$ cat config.mk
export PLATFORM = sky130hd
export DESIGN_NAME = rtc_event_block
export DESIGN_NICKNAME = d
export VERILOG_FILES = /design/src/verilog/rtc_evt_pkg.sv /design/src/verilog/rtc_event_block.sv
export SDC_FILE = /design/constraint.sdc
export NUM_CORES = 1
export LEC_CHECK = 0
export ABC_AREA = 1
export BUFFER_PORTS_ARGS = -buffer_cell sky130_fd_sc_hd__buf_2
export CELL_PAD_IN_SITES_DETAIL_PLACEMENT = 1
export CELL_PAD_IN_SITES_GLOBAL_PLACEMENT = 1
export CORE_MARGIN = 8
export CORE_UTILIZATION = 39
export CTS_BUF_LIST = sky130_fd_sc_hd__clkbuf_16
export DETAILED_ROUTE_END_ITERATION = 16
export PLACE_DENSITY = 0.88
export REMOVE_ABC_BUFFERS = 1
export SYNTH_ARGS = -nofsm -noshare
export SYNTH_HDL_FRONTEND = slang
export SYNTH_SLANG_ARGS = --single-unit
export TNS_END_PERCENT = 50
$ cat constraint.sdc
create_clock -name core_clk -period 2.3 [get_ports core_clk]
set_input_delay 0.23 -clock core_clk [delete_from_list [all_inputs] [get_ports core_clk]]
set_output_delay 0.23 -clock core_clk [all_outputs]
set_load 0.005 [all_outputs]
$ cat src/verilog/rtc_evt_pkg.sv
/*
 Constants, field layout and carrier types for the real-time clock event block:
 alarm and cyclic interrupt, periodic timer pulse, oscillator stop detector.
 Assumes a 50 MHz core clock and an APB master with 32-bit data.
*/
// Functional notes
// - Alarm minutes and hours match pulls irq low
// - Alarm flag reads 1 while alarm pulls low
// - Arm bit or alarm flag can release pin
// - Six cyclic periods from oscillator divider chain
// - Pulse mode: cyclic pulses, host never writes flag
// - Level mode: low until host writes flag 0
// - Period select zero cancels cyclic interrupts
// - Cyclic flag reads 1 while cyclic pulls low
// - Timer pin pulses every selected interval
// - Timer restart clears counter, acts as watchdog
// - Restart during pulse releases timer pin now
// - Timer halts while chip enable is low
// - Oscillator stop clears timer output enable
// - Oscillator stop sets stop flag to 1
// - Stop flag is 1 after power-up
// - Stop flag sticks until software clears it
// - Test bits plus chain reset set busy
// - Busy holds until oscillation runs, no carry
// - Count enable 0 stops counting; host releases pins
// - Irq pin is OR of alarm and cyclic
// - Interrupts work with chip enable high or low
// - Chip enable low forces count enable to 1
package rtc_evt_pkg;

	localparam int CLK_MHZ          = 50;
	localparam int OSC_STOP_NS      = 122100;
	localparam int OSC_STOP_CYC_DEF = (OSC_STOP_NS * CLK_MHZ + 999) / 1000;

	localparam logic [7:0] OFS_CTRL1  = 8'h00;
	localparam logic [7:0] OFS_CTRL2  = 8'h04;
	localparam logic [7:0] OFS_CTRL3  = 8'h08;
	localparam logic [7:0] OFS_CYCSEL = 8'h0C;
	localparam logic [7:0] OFS_ALARM  = 8'h10;
	localparam logic [7:0] OFS_TIMER  = 8'h14;

	localparam int B_RUN      = 0;
	localparam int B_ARM      = 1;
	localparam int B_RESTART  = 2;
	localparam int B_ALFLAG   = 0;
	localparam int B_CYFLAG   = 1;
	localparam int B_BUSY     = 2;
	localparam int B_OSCSTOP  = 3;
	localparam int B_TESTA    = 0;
	localparam int B_TESTB    = 1;
	localparam int B_CHAIN    = 2;
	localparam int B_LEVEL    = 3;
	localparam int B_TMR_OE   = 3;
	localparam int F_HOUR_LSB = 8;

	localparam logic RUN_RST     = 1'b1;
	localparam logic OSCSTOP_RST = 1'b1;

	localparam logic [2:0] CYC_OFF = 3'h0;
	localparam logic [2:0] CYC_60S = 3'h6;
	localparam logic [14:0] MASK_P1 = 15'h000F;
	localparam logic [14:0] MASK_P2 = 15'h001F;
	localparam logic [14:0] MASK_P3 = 15'h00FF;
	localparam logic [14:0] MASK_P4 = 15'h07FF;
	localparam logic [14:0] MASK_P5 = 15'h7FFF;
	localparam logic [5:0]  SEC_LAST = 6'h3B;

	localparam logic [16:0] TMR_BASE_TICKS  = 17'h00200;
	localparam logic [4:0]  TMR_PULSE_TICKS = 5'h10;

	typedef enum logic [0:0] {CHAIN_IDLE = 1'b0, CHAIN_WAIT = 1'b1} chain_state_t;

	typedef struct packed {
		logic        psel;
		logic        penable;
		logic        pwrite;
		logic [7:0]  paddr;
		logic [31:0] pwdata;
	} apb_req_t;

	typedef struct packed {
		logic [31:0] prdata;
		logic        pready;
		logic        pslverr;
	} apb_rsp_t;

	typedef struct packed {
		logic out;
		logic oe;
	} od_pin_t;

endpackage
$ cat src/verilog/rtc_event_block.sv
/*
 Event side of the real-time clock: alarm and cyclic interrupt on one open-drain
 pin, periodic timer pulse pin with restart, oscillator stop detector and the
 busy handshake of the count-chain reset, all behind an APB slave.
 Assumes the time counters sit outside and share core_clk; the oscillator and
 chip-enable pins are asynchronous.
*/
`timescale 1ns/1ps
module rtc_event_block
	import rtc_evt_pkg::*;
#(
	parameter int OSC_STOP_CYC = OSC_STOP_CYC_DEF
)
(
	input  wire logic       core_clk,
	input  wire logic       resetn,
	input  wire apb_req_t   apb_req,
	output apb_rsp_t        apb_rsp,
	input  wire logic       osc_in_pin,
	input  wire logic       chip_enable_pin,
	input  wire logic [6:0] cur_minute,
	input  wire logic [5:0] cur_hour,
	input  wire logic       carry_in,
	output od_pin_t         irq_pin_n,
	output od_pin_t         timer_pulse_pin,
	output logic            count_run_enable,
	output logic            count_chain_reset
);

	typedef struct packed {
		logic [2:0]   s_osc;
		logic [2:0]   s_ce;
		logic         osc_f;
		logic         ce_f;
		logic [15:0]  watch;
		logic         osc_run;
		logic [14:0]  div;
		logic [5:0]   sec;
		logic         match_q;
		logic         run;
		logic         alarm_arm_bit;
		logic         alarm_hit_flag;
		logic         periodic_hit_flag;
		logic         periodic_level_select;
		logic [2:0]   cyc_sel;
		logic [6:0]   alarm_min;
		logic [5:0]   alarm_hour;
		logic         test_disable_a;
		logic         test_disable_b;
		chain_state_t chain;
		logic         chain_pulse;
		logic         osc_stopped_flag;
		logic [2:0]   tmr_sel;
		logic         timer_output_enable;
		logic [16:0]  tmr_cnt;
		logic [4:0]   tmr_pulse;
		logic         irq_drive;
		logic         tmr_drive;
		logic         pin_level;
		logic [31:0]  prdata;
		logic         pready;
		logic         pslverr;
	} state_t;

	localparam state_t ST_RST = '{
		s_osc:                 3'h0,
		s_ce:                  3'h0,
		osc_f:                 1'b0,
		ce_f:                  1'b0,
		watch:                 16'h0000,
		osc_run:               1'b0,
		div:                   15'h0000,
		sec:                   6'h00,
		match_q:               1'b0,
		run:                   RUN_RST,
		alarm_arm_bit:         1'b0,
		alarm_hit_flag:        1'b0,
		periodic_hit_flag:     1'b0,
		periodic_level_select: 1'b0,
		cyc_sel:               CYC_OFF,
		alarm_min:             7'h00,
		alarm_hour:            6'h00,
		test_disable_a:        1'b0,
		test_disable_b:        1'b0,
		chain:                 CHAIN_IDLE,
		chain_pulse:           1'b0,
		osc_stopped_flag:      OSCSTOP_RST,
		tmr_sel:               3'h0,
		timer_output_enable:   1'b0,
		tmr_cnt:               17'h00000,
		tmr_pulse:             5'h00,
		irq_drive:             1'b0,
		tmr_drive:             1'b0,
		pin_level:             1'b0,
		prdata:                32'h00000000,
		pready:                1'b0,
		pslverr:               1'b0
	};

	state_t q;
	state_t n;

	logic        osc_rise;
	logic        stop_evt;
	logic        sec_evt;
	logic        cyc_evt;
	logic        wr;
	logic        match;
	logic [31:0] rd;

	function automatic logic is_mapped(input logic [7:0] addr);
		is_mapped = (addr == OFS_CTRL1) || (addr == OFS_CTRL2) || (addr == OFS_CTRL3) ||
			(addr == OFS_CYCSEL) || (addr == OFS_ALARM) || (addr == OFS_TIMER);
	endfunction

	function automatic logic [14:0] period_mask(input logic [2:0] sel);
		unique case (sel)
			3'h1:    period_mask = MASK_P1;
			3'h2:    period_mask = MASK_P2;
			3'h3:    period_mask = MASK_P3;
			3'h4:    period_mask = MASK_P4;
			default: period_mask = MASK_P5;
		endcase
	endfunction

	always_comb
	begin
		n        = q;
		stop_evt = 1'b0;
		cyc_evt  = 1'b0;
		rd       = 32'h00000000;

		// Three-stage synchronisers, filtered on agreement of stages two and three
		n.s_osc = {q.s_osc[1:0], osc_in_pin};
		n.s_ce  = {q.s_ce[1:0], chip_enable_pin};
		if (q.s_osc[1] == q.s_osc[2])
		begin
			n.osc_f = q.s_osc[2];
		end
		if (q.s_ce[1] == q.s_ce[2])
		begin
			n.ce_f = q.s_ce[2];
		end
		osc_rise = (q.s_osc[1] == q.s_osc[2]) && q.s_osc[2] && !q.osc_f;

		// Stop detector: no oscillator edge for the whole watch window
		if (osc_rise)
		begin
			n.watch   = 16'h0000;
			n.osc_run = 1'b1;
		end
		else if (q.osc_run)
		begin
			if (q.watch == 16'(OSC_STOP_CYC - 1))
			begin
				stop_evt  = 1'b1;
				n.osc_run = 1'b0;
				n.watch   = 16'h0000;
			end
			else
			begin
				n.watch = q.watch + 16'h0001;
			end
		end

		// Divider chain of the 32.768 kHz timebase
		sec_evt = osc_rise && (q.div == MASK_P5);
		if (osc_rise)
		begin
			n.div = q.div + 15'h0001;
		end
		if (sec_evt)
		begin
			n.sec = (q.sec == SEC_LAST) ? 6'h00 : q.sec + 6'h01;
		end

		// Cyclic period event; select zero gives none
		if (q.cyc_sel == CYC_60S)
		begin
			cyc_evt = sec_evt && (q.sec == SEC_LAST);
		end
		else if (q.cyc_sel != CYC_OFF && q.cyc_sel < CYC_60S)
		begin
			cyc_evt = osc_rise && ((q.div & period_mask(q.cyc_sel)) ==
				period_mask(q.cyc_sel));
		end

		// Register read, captured in the setup phase
		unique case (apb_req.paddr)
			OFS_CTRL1:
			begin
				rd[B_RUN] = q.run;
				rd[B_ARM] = q.alarm_arm_bit;
			end
			OFS_CTRL2:
			begin
				rd[B_ALFLAG]  = q.alarm_hit_flag;
				rd[B_CYFLAG]  = q.periodic_hit_flag;
				rd[B_BUSY]    = (q.chain == CHAIN_WAIT);
				rd[B_OSCSTOP] = q.osc_stopped_flag;
			end
			OFS_CTRL3:
			begin
				rd[B_TESTA] = q.test_disable_a;
				rd[B_TESTB] = q.test_disable_b;
			end
			OFS_CYCSEL:
			begin
				rd[2:0]     = q.cyc_sel;
				rd[B_LEVEL] = q.periodic_level_select;
			end
			OFS_ALARM:
			begin
				rd[6:0]                     = q.alarm_min;
				rd[F_HOUR_LSB+5:F_HOUR_LSB] = q.alarm_hour;
			end
			OFS_TIMER:
			begin
				rd[2:0]      = q.tmr_sel;
				rd[B_TMR_OE] = q.timer_output_enable;
			end
			default:
			begin
				rd = 32'h00000000;
			end
		endcase

		// Zero-wait slave: pready rises in the access phase
		n.pready  = apb_req.psel && !apb_req.penable;
		n.pslverr = apb_req.psel && !apb_req.penable && !is_mapped(apb_req.paddr);
		n.prdata  = (apb_req.psel && !apb_req.penable) ? rd : 32'h00000000;
		wr = apb_req.psel && apb_req.penable && apb_req.pwrite && q.pready &&
			is_mapped(apb_req.paddr);

		n.chain_pulse = 1'b0;

		// Clears first, hardware sets afterwards so a coinciding set wins
		if (q.chain == CHAIN_WAIT && q.osc_run && !carry_in)
		begin
			n.chain = CHAIN_IDLE;
		end
		if (!q.periodic_level_select && osc_rise)
		begin
			n.periodic_hit_flag = 1'b0;
		end
		if (q.cyc_sel == CYC_OFF)
		begin
			n.periodic_hit_flag = 1'b0;
		end

		if (wr)
		begin
			unique case (apb_req.paddr)
				OFS_CTRL1:
				begin
					n.run           = apb_req.pwdata[B_RUN];
					n.alarm_arm_bit = apb_req.pwdata[B_ARM];
					if (apb_req.pwdata[B_RESTART])
					begin
						n.tmr_cnt   = 17'h00000;
						n.tmr_pulse = 5'h00;
					end
				end
				OFS_CTRL2:
				begin
					// Flags clear on a written 0, the cyclic flag only in level mode; a written 1 is ignored
					if (!apb_req.pwdata[B_ALFLAG])
					begin
						n.alarm_hit_flag = 1'b0;
					end
					if (!apb_req.pwdata[B_CYFLAG] && q.periodic_level_select)
					begin
						n.periodic_hit_flag = 1'b0;
					end
					if (!apb_req.pwdata[B_OSCSTOP])
					begin
						n.osc_stopped_flag = 1'b0;
					end
				end
				OFS_CTRL3:
				begin
					n.test_disable_a = apb_req.pwdata[B_TESTA];
					n.test_disable_b = apb_req.pwdata[B_TESTB];
					if (apb_req.pwdata[B_TESTA] && apb_req.pwdata[B_TESTB] &&
						apb_req.pwdata[B_CHAIN])
					begin
						n.chain       = CHAIN_WAIT;
						n.chain_pulse = 1'b1;
					end
				end
				OFS_CYCSEL:
				begin
					n.cyc_sel               = apb_req.pwdata[2:0];
					n.periodic_level_select = apb_req.pwdata[B_LEVEL];
				end
				OFS_ALARM:
				begin
					n.alarm_min  = apb_req.pwdata[6:0];
					n.alarm_hour = apb_req.pwdata[F_HOUR_LSB+5:F_HOUR_LSB];
				end
				OFS_TIMER:
				begin
					n.tmr_sel             = apb_req.pwdata[2:0];
					n.timer_output_enable = apb_req.pwdata[B_TMR_OE];
				end
				default:
				begin
					n.run = q.run;
				end
			endcase
		end

		// Chip enable low forces the count on
		if (!q.ce_f)
		begin
			n.run = 1'b1;
		end

		// Alarm: edge of equality so a cleared flag does not refire in the same minute
		match     = (cur_minute == q.alarm_min) && (cur_hour == q.alarm_hour);
		n.match_q = match;
		if (q.alarm_arm_bit && match && !q.match_q)
		begin
			n.alarm_hit_flag = 1'b1;
		end

		// Cyclic set, independent of chip enable
		if (cyc_evt)
		begin
			n.periodic_hit_flag = 1'b1;
		end

		// Timer counts only while chip enable is high; restart takes precedence
		if (!(wr && apb_req.paddr == OFS_CTRL1 && apb_req.pwdata[B_RESTART]) &&
			osc_rise && q.ce_f)
		begin
			if (q.tmr_pulse != 5'h00)
			begin
				n.tmr_pulse = q.tmr_pulse - 5'h01;
			end
			if (q.tmr_cnt == (TMR_BASE_TICKS << q.tmr_sel) - 17'h00001)
			begin
				n.tmr_cnt   = 17'h00000;
				n.tmr_pulse = TMR_PULSE_TICKS;
			end
			else
			begin
				n.tmr_cnt = q.tmr_cnt + 17'h00001;
			end
		end

		if (stop_evt)
		begin
			n.osc_stopped_flag    = 1'b1;
			n.timer_output_enable = 1'b0;
		end

		// Open-drain drives: enable high pulls the wire low
		n.irq_drive = (n.alarm_arm_bit && n.alarm_hit_flag) || n.periodic_hit_flag;
		n.tmr_drive = n.timer_output_enable && (n.tmr_pulse != 5'h00);
		n.pin_level = 1'b0;
	end

	always_ff @(posedge core_clk or negedge resetn)
	begin
		if (!resetn)
		begin
			q <= ST_RST;
		end
		else
		begin
			q <= n;
		end
	end

	assign apb_rsp.prdata      = q.prdata;
	assign apb_rsp.pready      = q.pready;
	assign apb_rsp.pslverr     = q.pslverr;
	assign irq_pin_n.out       = q.pin_level;
	assign irq_pin_n.oe        = q.irq_drive;
	assign timer_pulse_pin.out = q.pin_level;
	assign timer_pulse_pin.oe  = q.tmr_drive;
	assign count_run_enable    = q.run;
	assign count_chain_reset   = q.chain_pulse;

endmodule

==> impl_metrics.toml, run 1 <==
[setup_path]
startpoint = "q[61]$_DFFE_PN0P_"
r2r-end = "timer_pulse_pin[0]$_DFF_PN0_"
r2r_cells = 18
crit_fanout = 9
r2r_slack_ns = 0.11
worst_setup_path_start_kind = "flop"
r2r-start = "q[61]$_DFFE_PN0P_"
crit_end = "timer_pulse_pin[0]$_DFF_PN0_"
timing_worst_setup_path_type = "flop to flop"
worstPathRequired_ns = 2.60
end_kind = "flop"
cp.arrival_ns = 2.50

[clock_network]
tritoncts = "done"
clkLatencyLatePin_ns = 0.42
path_clk_slew_ns = 0.06
htreeDepth = 4
cts_made_buffers = 17
cts_sinks = 116
cts_root_buf = "clkbuf_16"
clockBufferDepth = 2

[place]
post-place-ws_ns = -0.0283
placed_cells = 1002
hpwl_um = 13000
io_buffers = 60
place.gp.congestion = 0.820

[logic_synthesis]
postSynth.asyncResetShare_pct = 100
syn_inst = 736
synth.top_cell.area_share_pct = 45.0
synth_area_per_cell_um2 = 8.61
syn_area_um2 = 6340
synth_seq_area_share_pct = 45.8
netlist_top_cells_area = "dfrtp_1, nand2_1, inv_1"
synth_edf_count = 0
synth_top_area_cell = "dfrtp_1"
yosys_warnings = 0
ys_seq_elements = 116
ys.flop_type = "dfrtp_1"
ys_types = 52

[sta]
slew_violations = 0
finalSetupViolCount = 0
finalClockSkew_ns = 0.00962
fmax_ghz = 0.456
relSlewSlack_pct = 65.4
fin_crit_sh_pct = 95.4
worst_pin_slew_ns = 0.514
whs_ns = 0.0497
hold_viol_final = 0
worst_slack_ns = 0.106
rsz0062_at_grt = "true"
fin_crit_ns = 2.19

[final_layout]
num_antenna_cells = 0
drive_above_1_share_pct = 21.4
fill_cells = 1946
fin_util_pct = 46.9
instances_no_fill = 1038
synthToLayoutAreaGrowth_pct = 17.6
nets = 878

[grt]
grtUsageMet3_pct = 4.48
met2_usage_pct = 33.1
grt_usage_pct = 18.3
grt_max_degree = 46
first_global_vias = 5925
antenna_found_initial = 2
overflow = 0
top_usage_layer = "met2"
grt_use_met1_pct = 20.1
grt_pass1_wl_um = 29500

[power]
peakVddDrop_uv = 536
power_leakage_nw = 3.61
power_density_nw_per_um2 = 710
power_mw = 5.29

[floorplan]
die_h_um = 143
start_util_pct = 39.9
rows = 46
die_w_um = 143
dieArea_um2 = 20600
core_area_um2 = 15900
ios = 101

[drt]
wirelength_um = 17600
vias = 5282
via_per_inst = 5.09
drc_errors = 0
antenna_left = 0
wl_per_cell_um = 17.0
dr.pass1.iters = 4
drt_iter0_drc = 304

[outcome]
status = "finished, final reports clean"

[min_path]
hp-class = "input pin to flop"

[run]
maxCapViolCount = 0
-- cells in the mapped netlist, types with 3 or more instances --
cell type  instances
nand2_1          140
dfrtp_1          114
inv_1             85
nor2_1            69
buf_4             39
nand3_1           38
o21ai_0           38
a21oi_1           24
xor2_1            23
o22ai_1           18
nor3_1            17
xnor2_1           14
nand4_1           13
nor2_2             9
ha_1               8
inv_2              5
nand2_2            5
nand2_4            5
nor2_4             5
or2_2              5
mux2_4             4
o31ai_1            4
a31oi_1            3
buf_2              3
clkbuf_1           3
inv_4              3
mux2_2             3
nand3_2            3
nor2_8             3
nor4_1             3
-- area by class of cell --
type,instances,area (um2),share of cell area [%]
clock buffer,17,425,5.71
multi-input combinational,501,2870,38.5
timing repair buffer,80,485,6.51
inverter,93,357,4.78
clock inverter,15,144,1.93
tap,216,270,3.63
sequential,116,2910,39.0
-- logic make-up after synthesis --
kind of cell             share of synthesized area (%)
AO/OA/AOI/OAI                                     9.62
flip-flops                                        45.8
buffers and inverters                             10.8
other                                           0.0592
AND/OR/NAND/NOR                                   25.3
multiplexers                                      1.48
XOR/XNOR                                          5.11
adder cells (fa/ha/maj)                           1.74
-- worst min-delay path by stage --
stage	start	end	slack, ns	depth (start not counted)
2_1_floorplan	resetn	apb_rsp[0]$_DFF_PN0_	-0.07	0
3_3_place_gp	resetn	q[114]$_DFFE_PN0P_	0.23	1
3_5_place_dp	resetn	q[114]$_DFFE_PN0P_	0.23	1
4_1_cts	apb_req[10]	q[70]$_DFFE_PN0P_	0.03	2
5_1_grt	apb_req[4]	q[78]$_DFFE_PN0P_	0.03	2
6_report	apb_req[10]	q[70]$_DFFE_PN0P_	0.05	2
-- registers in the layout, summed over array words and instances, names as in the netlist --
| register | flops |
|---|---|
| irq_pin_n | 1 |
| n | 4 |
| count_run_enable | 1 |
| timer_pulse_pin | 1 |
| apb_rsp | 15 |
| count_chain_reset | 1 |
| q | 93 |
-- metrics by stage --
| stage | setup TNS [ns] | cell area, um2 |
|---|---|---|
| floorplan | 0 | 6080 |
| global placement | 0 | 6800 |
| detailed placement | -0.0283 | 6800 |
| CTS | 0 | 7420 |
| global route | -0.0734 | 7450 |
| finish | 0 | 7450 |
-- where the power goes --
group          internal (mW)  switching (mW)
sequential              2.16           0.119
combinational          0.195           0.280
clock                   1.58           0.957
-- cell usage in the layout, fill, tap and decap left out, types with 5 or more instances in the layout --
cell / Yosys / final
a21oi_1: 24 / 24
buf_2: 3 / 59
buf_4: 39 / 16
clkbuf_16: 0 / 17
conb_1: 1 / 21
dfrtp_1: 114 / 114
ha_1: 8 / 7
inv_1: 85 / 86
inv_2: 5 / 6
nand2_1: 140 / 134
nand2_2: 5 / 11
nand2_4: 5 / 5
nand3_1: 38 / 37
nand4_1: 13 / 13
nor2_1: 69 / 68
nor2_2: 9 / 9
nor2_4: 5 / 6
nor3_1: 17 / 17
o21ai_0: 38 / 38
o22ai_1: 18 / 18
or2_2: 5 / 5
xnor2_1: 14 / 14
xor2_1: 23 / 23
-- metal layers --
layer | wire [um] | part of all wire, %
met5 | 23 | 0.13
met4 | 389 | 2.2
met3 | 775 | 4.4
met2 | 9300 | 53
met1 | 7140 | 41
-- timing repair --
action | CTS | global route
gates resized for setup | 4 | 9
hold endpoints to repair | 37 | 0
buffers inserted | 0 | 1
setup endpoints to repair | 1 | 7
pin swaps | 1 | 5
hold buffers | 3 | 0
-- critical path, cell delays in order (launching register included) --
cell	delay [ns]
dfrtp_1	0.41
nor2_4	0.17
nand2_2	0.10
ha_4	0.27
inv_1	0.04
nand2_2	0.07
nand2_1	0.06
nor2_1	0.12
nand2_1	0.06
nor2_1	0.09
nand2_1	0.09
nor2_4	0.14
nor2_8	0.07
nand2_2	0.06
nand2_2	0.05
nor2_2	0.10
nand3_1	0.07
nand2_1	0.07
inv_1	0.04
(Power assumes the default switching activity.)
==> run 2: changes to the inputs <==
- CTS_BUF_LIST: sky130_fd_sc_hd__clkbuf_16 -> sky130_fd_sc_hd__clkbuf_8 sky130_fd_sc_hd__clkbuf_16
==> run 2 against run 1 <==
Against the previous run:
- utilization increased by 0.087 points
- sequential power about the same
- critical path depth unchanged
- register-to-register slack got worse by 0.06 ns
- fmax decreased by 2.5%
- power increased by 0.97%
- sequential cell count unchanged
- first-iteration DRC count decreased by 7.9%
- cell count about the same
==> impl_metrics.toml, run 2 (synthesized netlist as in run 1, its figures left out) <==
[outcome]
status = "finished, final reports clean"

[floorplan]
rows = 46
core_area_um2 = 15900
start_util_pct = 39.9
die_w_um = 143
die_h_um = 143
ios = 101
dieArea_um2 = 20600

[final_layout]
synthToLayoutAreaGrowth_pct = 17.8
largest_reg_flops = 93
fill_cells = 1945
mostFrequentLayoutCells = "nand2_1, dfrtp_1, inv_1"
drive_above_1_share_pct = 21.6
regMostFlops = "q"
nets = 879
multi_input_area_um2 = 2860
final_common_cell = "nand2_1"
num_antenna_cells = 0
design_area_um2 = 7470
regArea_um2 = 2910

[setup_path]
r2r-end = "timer_pulse_pin[0]$_DFF_PN0_"
worstPathRequired_ns = 2.61
cp.arrival_ns = 2.56
r2r_slack_ns = 0.05
end_kind = "flop"
crit_end = "timer_pulse_pin[0]$_DFF_PN0_"
crit_fanout = 9
r2r-start = "q[61]$_DFFE_PN0P_"
path_cells = "nor2_4 > nand2_2 > ha_4 > inv_2 > nand2_2 > nand2_1 > nor2_1 > nand2_1 > nor2_1 > nand2_1 > nor2_4 > nor2_8 > nand2_2 > nand2_2 > nor2_2 > nand3_1 > nand2_1 > inv_1"
crit_path_max_incr_delay_ns = 0.42
startpoint = "q[61]$_DFFE_PN0P_"
timing_worst_setup_path_type = "flop to flop"
r2r_cells = 18
worst_setup_path_start_kind = "flop"
cpMaxStageDelayCell = "dfrtp_1"

[sta]
finalClockSkew_ns = 0.00976
fin_crit_ns = 2.25
slew_violations = 0
finalSetupViolCount = 0
fmax_ghz = 0.444
worst_pin_slew_ns = 0.515
fin_crit_sh_pct = 97.9
worst_slack_ns = 0.0490
relSlewSlack_pct = 65.3
rsz0062_at_grt = "true"
hold_viol_final = 0

[grt]
first_global_vias = 5870
grt_max_degree = 46
antenna_found_initial = 2
top_usage_layer = "met2"
met2_usage_pct = 33.5
grt_use_met1_pct = 20.4
grt_pass1_wl_um = 29400
grt_usage_pct = 18.3
grtUsageMet3_pct = 3.58
overflow = 0

[clock_network]
cts_root_buf = "clkbuf_16"
clkLatencyLatePin_ns = 0.42
cts_sinks = 116
clockBufferDepth = 2
path_clk_slew_ns = 0.06
htreeDepth = 4
cts_made_buffers = 17
tritoncts = "done"

[power]
power_frac_clock_pct = 48.4
power_mw = 5.34
sequentialPowerShare_pct = 42.7
peakVddDrop_uv = 542
intPower_mw = 3.97
power_leakage_nw = 3.62
p_switching_mw = 1.37
p_sw_share_pct = 25.7
power_density_nw_per_um2 = 715
combPwrFrac_pct = 8.9

[place]
place.gp.congestion = 0.820
post-place-ws_ns = -0.0283
hpwl_um = 13000
io_buffers = 60
place_area_um2 = 6800

[drt]
antenna_left = 0
dr.pass1.iters = 4
via_per_inst = 5.13
wl_per_cell_um = 17.4
vias = 5330
drc_errors = 0
drt_iter0_drc = 280
wirelength_um = 18000

[min_path]
hp-class = "input pin to flop"

[run]
maxCapViolCount = 0
## run 2: repair_timing
item / in CTS / in global routing
resized for setup: 2 / 11
setup buffers: 0 / 2
endpoints found under the setup margin: 1 / 2
hold buffers: 3 / 0
pin swaps: 1 / 12
hold endpoints to repair: 37 / 0
## run 2: layer usage
layer | part of all wire, % | wire length (um)
met1 | 40 | 7210
met2 | 53 | 9620
met3 | 4.6 | 825
met4 | 2.0 | 363
met5 | 0.13 | 23
## run 2: worst min-delay path by stage
| stage | start | endpoint | slack [ns] | cells past startpoint |
|---|---|---|---|---|
| final | apb_req[10] | q[70]$_DFFE_PN0P_ | 0.05 | 2 |
| after global routing | apb_req[4] | q[78]$_DFFE_PN0P_ | 0.04 | 2 |
| after CTS | apb_req[10] | q[70]$_DFFE_PN0P_ | 0.03 | 2 |
| after detailed placement | resetn | q[114]$_DFFE_PN0P_ | 0.23 | 1 |
| after global placement | resetn | q[114]$_DFFE_PN0P_ | 0.23 | 1 |
| after floorplan | resetn | apb_rsp[0]$_DFF_PN0_ | -0.07 | 0 |
## run 2: layout make-up
type	instances	share of cell area [%]
clock inverter	14	1.88
clock buffer	18	5.88
tap	216	3.62
timing repair buffer	81	6.60
inverter	93	4.77
multi-input combinational	501	38.3
sequential	116	38.9
## run 2: power groups by stage
| stage | clock network [mW] | registers [mW] | logic [mW] |
|---|---|---|---|
| 2_1_floorplan | 0 | 2.28 | 0.286 |
| 3_3_place_gp | 0 | 2.30 | 0.433 |
| 3_5_place_dp | 0 | 2.31 | 0.471 |
| 4_1_cts | 2.62 | 2.28 | 0.484 |
| 5_1_grt | 2.70 | 2.30 | 0.537 |
| 6_report | 2.59 | 2.28 | 0.476 |
## run 2: metrics by stage
step | hold slack [ns] | util [%] | instances | TNS [ns]
2_1_floorplan | -0.0656 | - | 710 | 0
3_3_place_gp | 0.228 | 42.8 | 1002 | 0
3_5_place_dp | 0.232 | 42.8 | 1002 | -0.0283
4_1_cts | 0.0335 | 46.7 | 1037 | 0
5_1_grt | 0.0393 | 47.0 | 1039 | -0.239
6_report | 0.0474 | 47.0 | 1039 | 0
## run 2: critical path: cells and delay by family, from the launching register on
| family | cells | cell delay [ns] |
|---|---|---|
| adder cells (fa/ha/maj) | 1 | 0.29 |
| buffers and inverters | 2 | 0.07 |
| flip-flops | 1 | 0.42 |
| AND/OR/NAND/NOR | 15 | 1.36 |
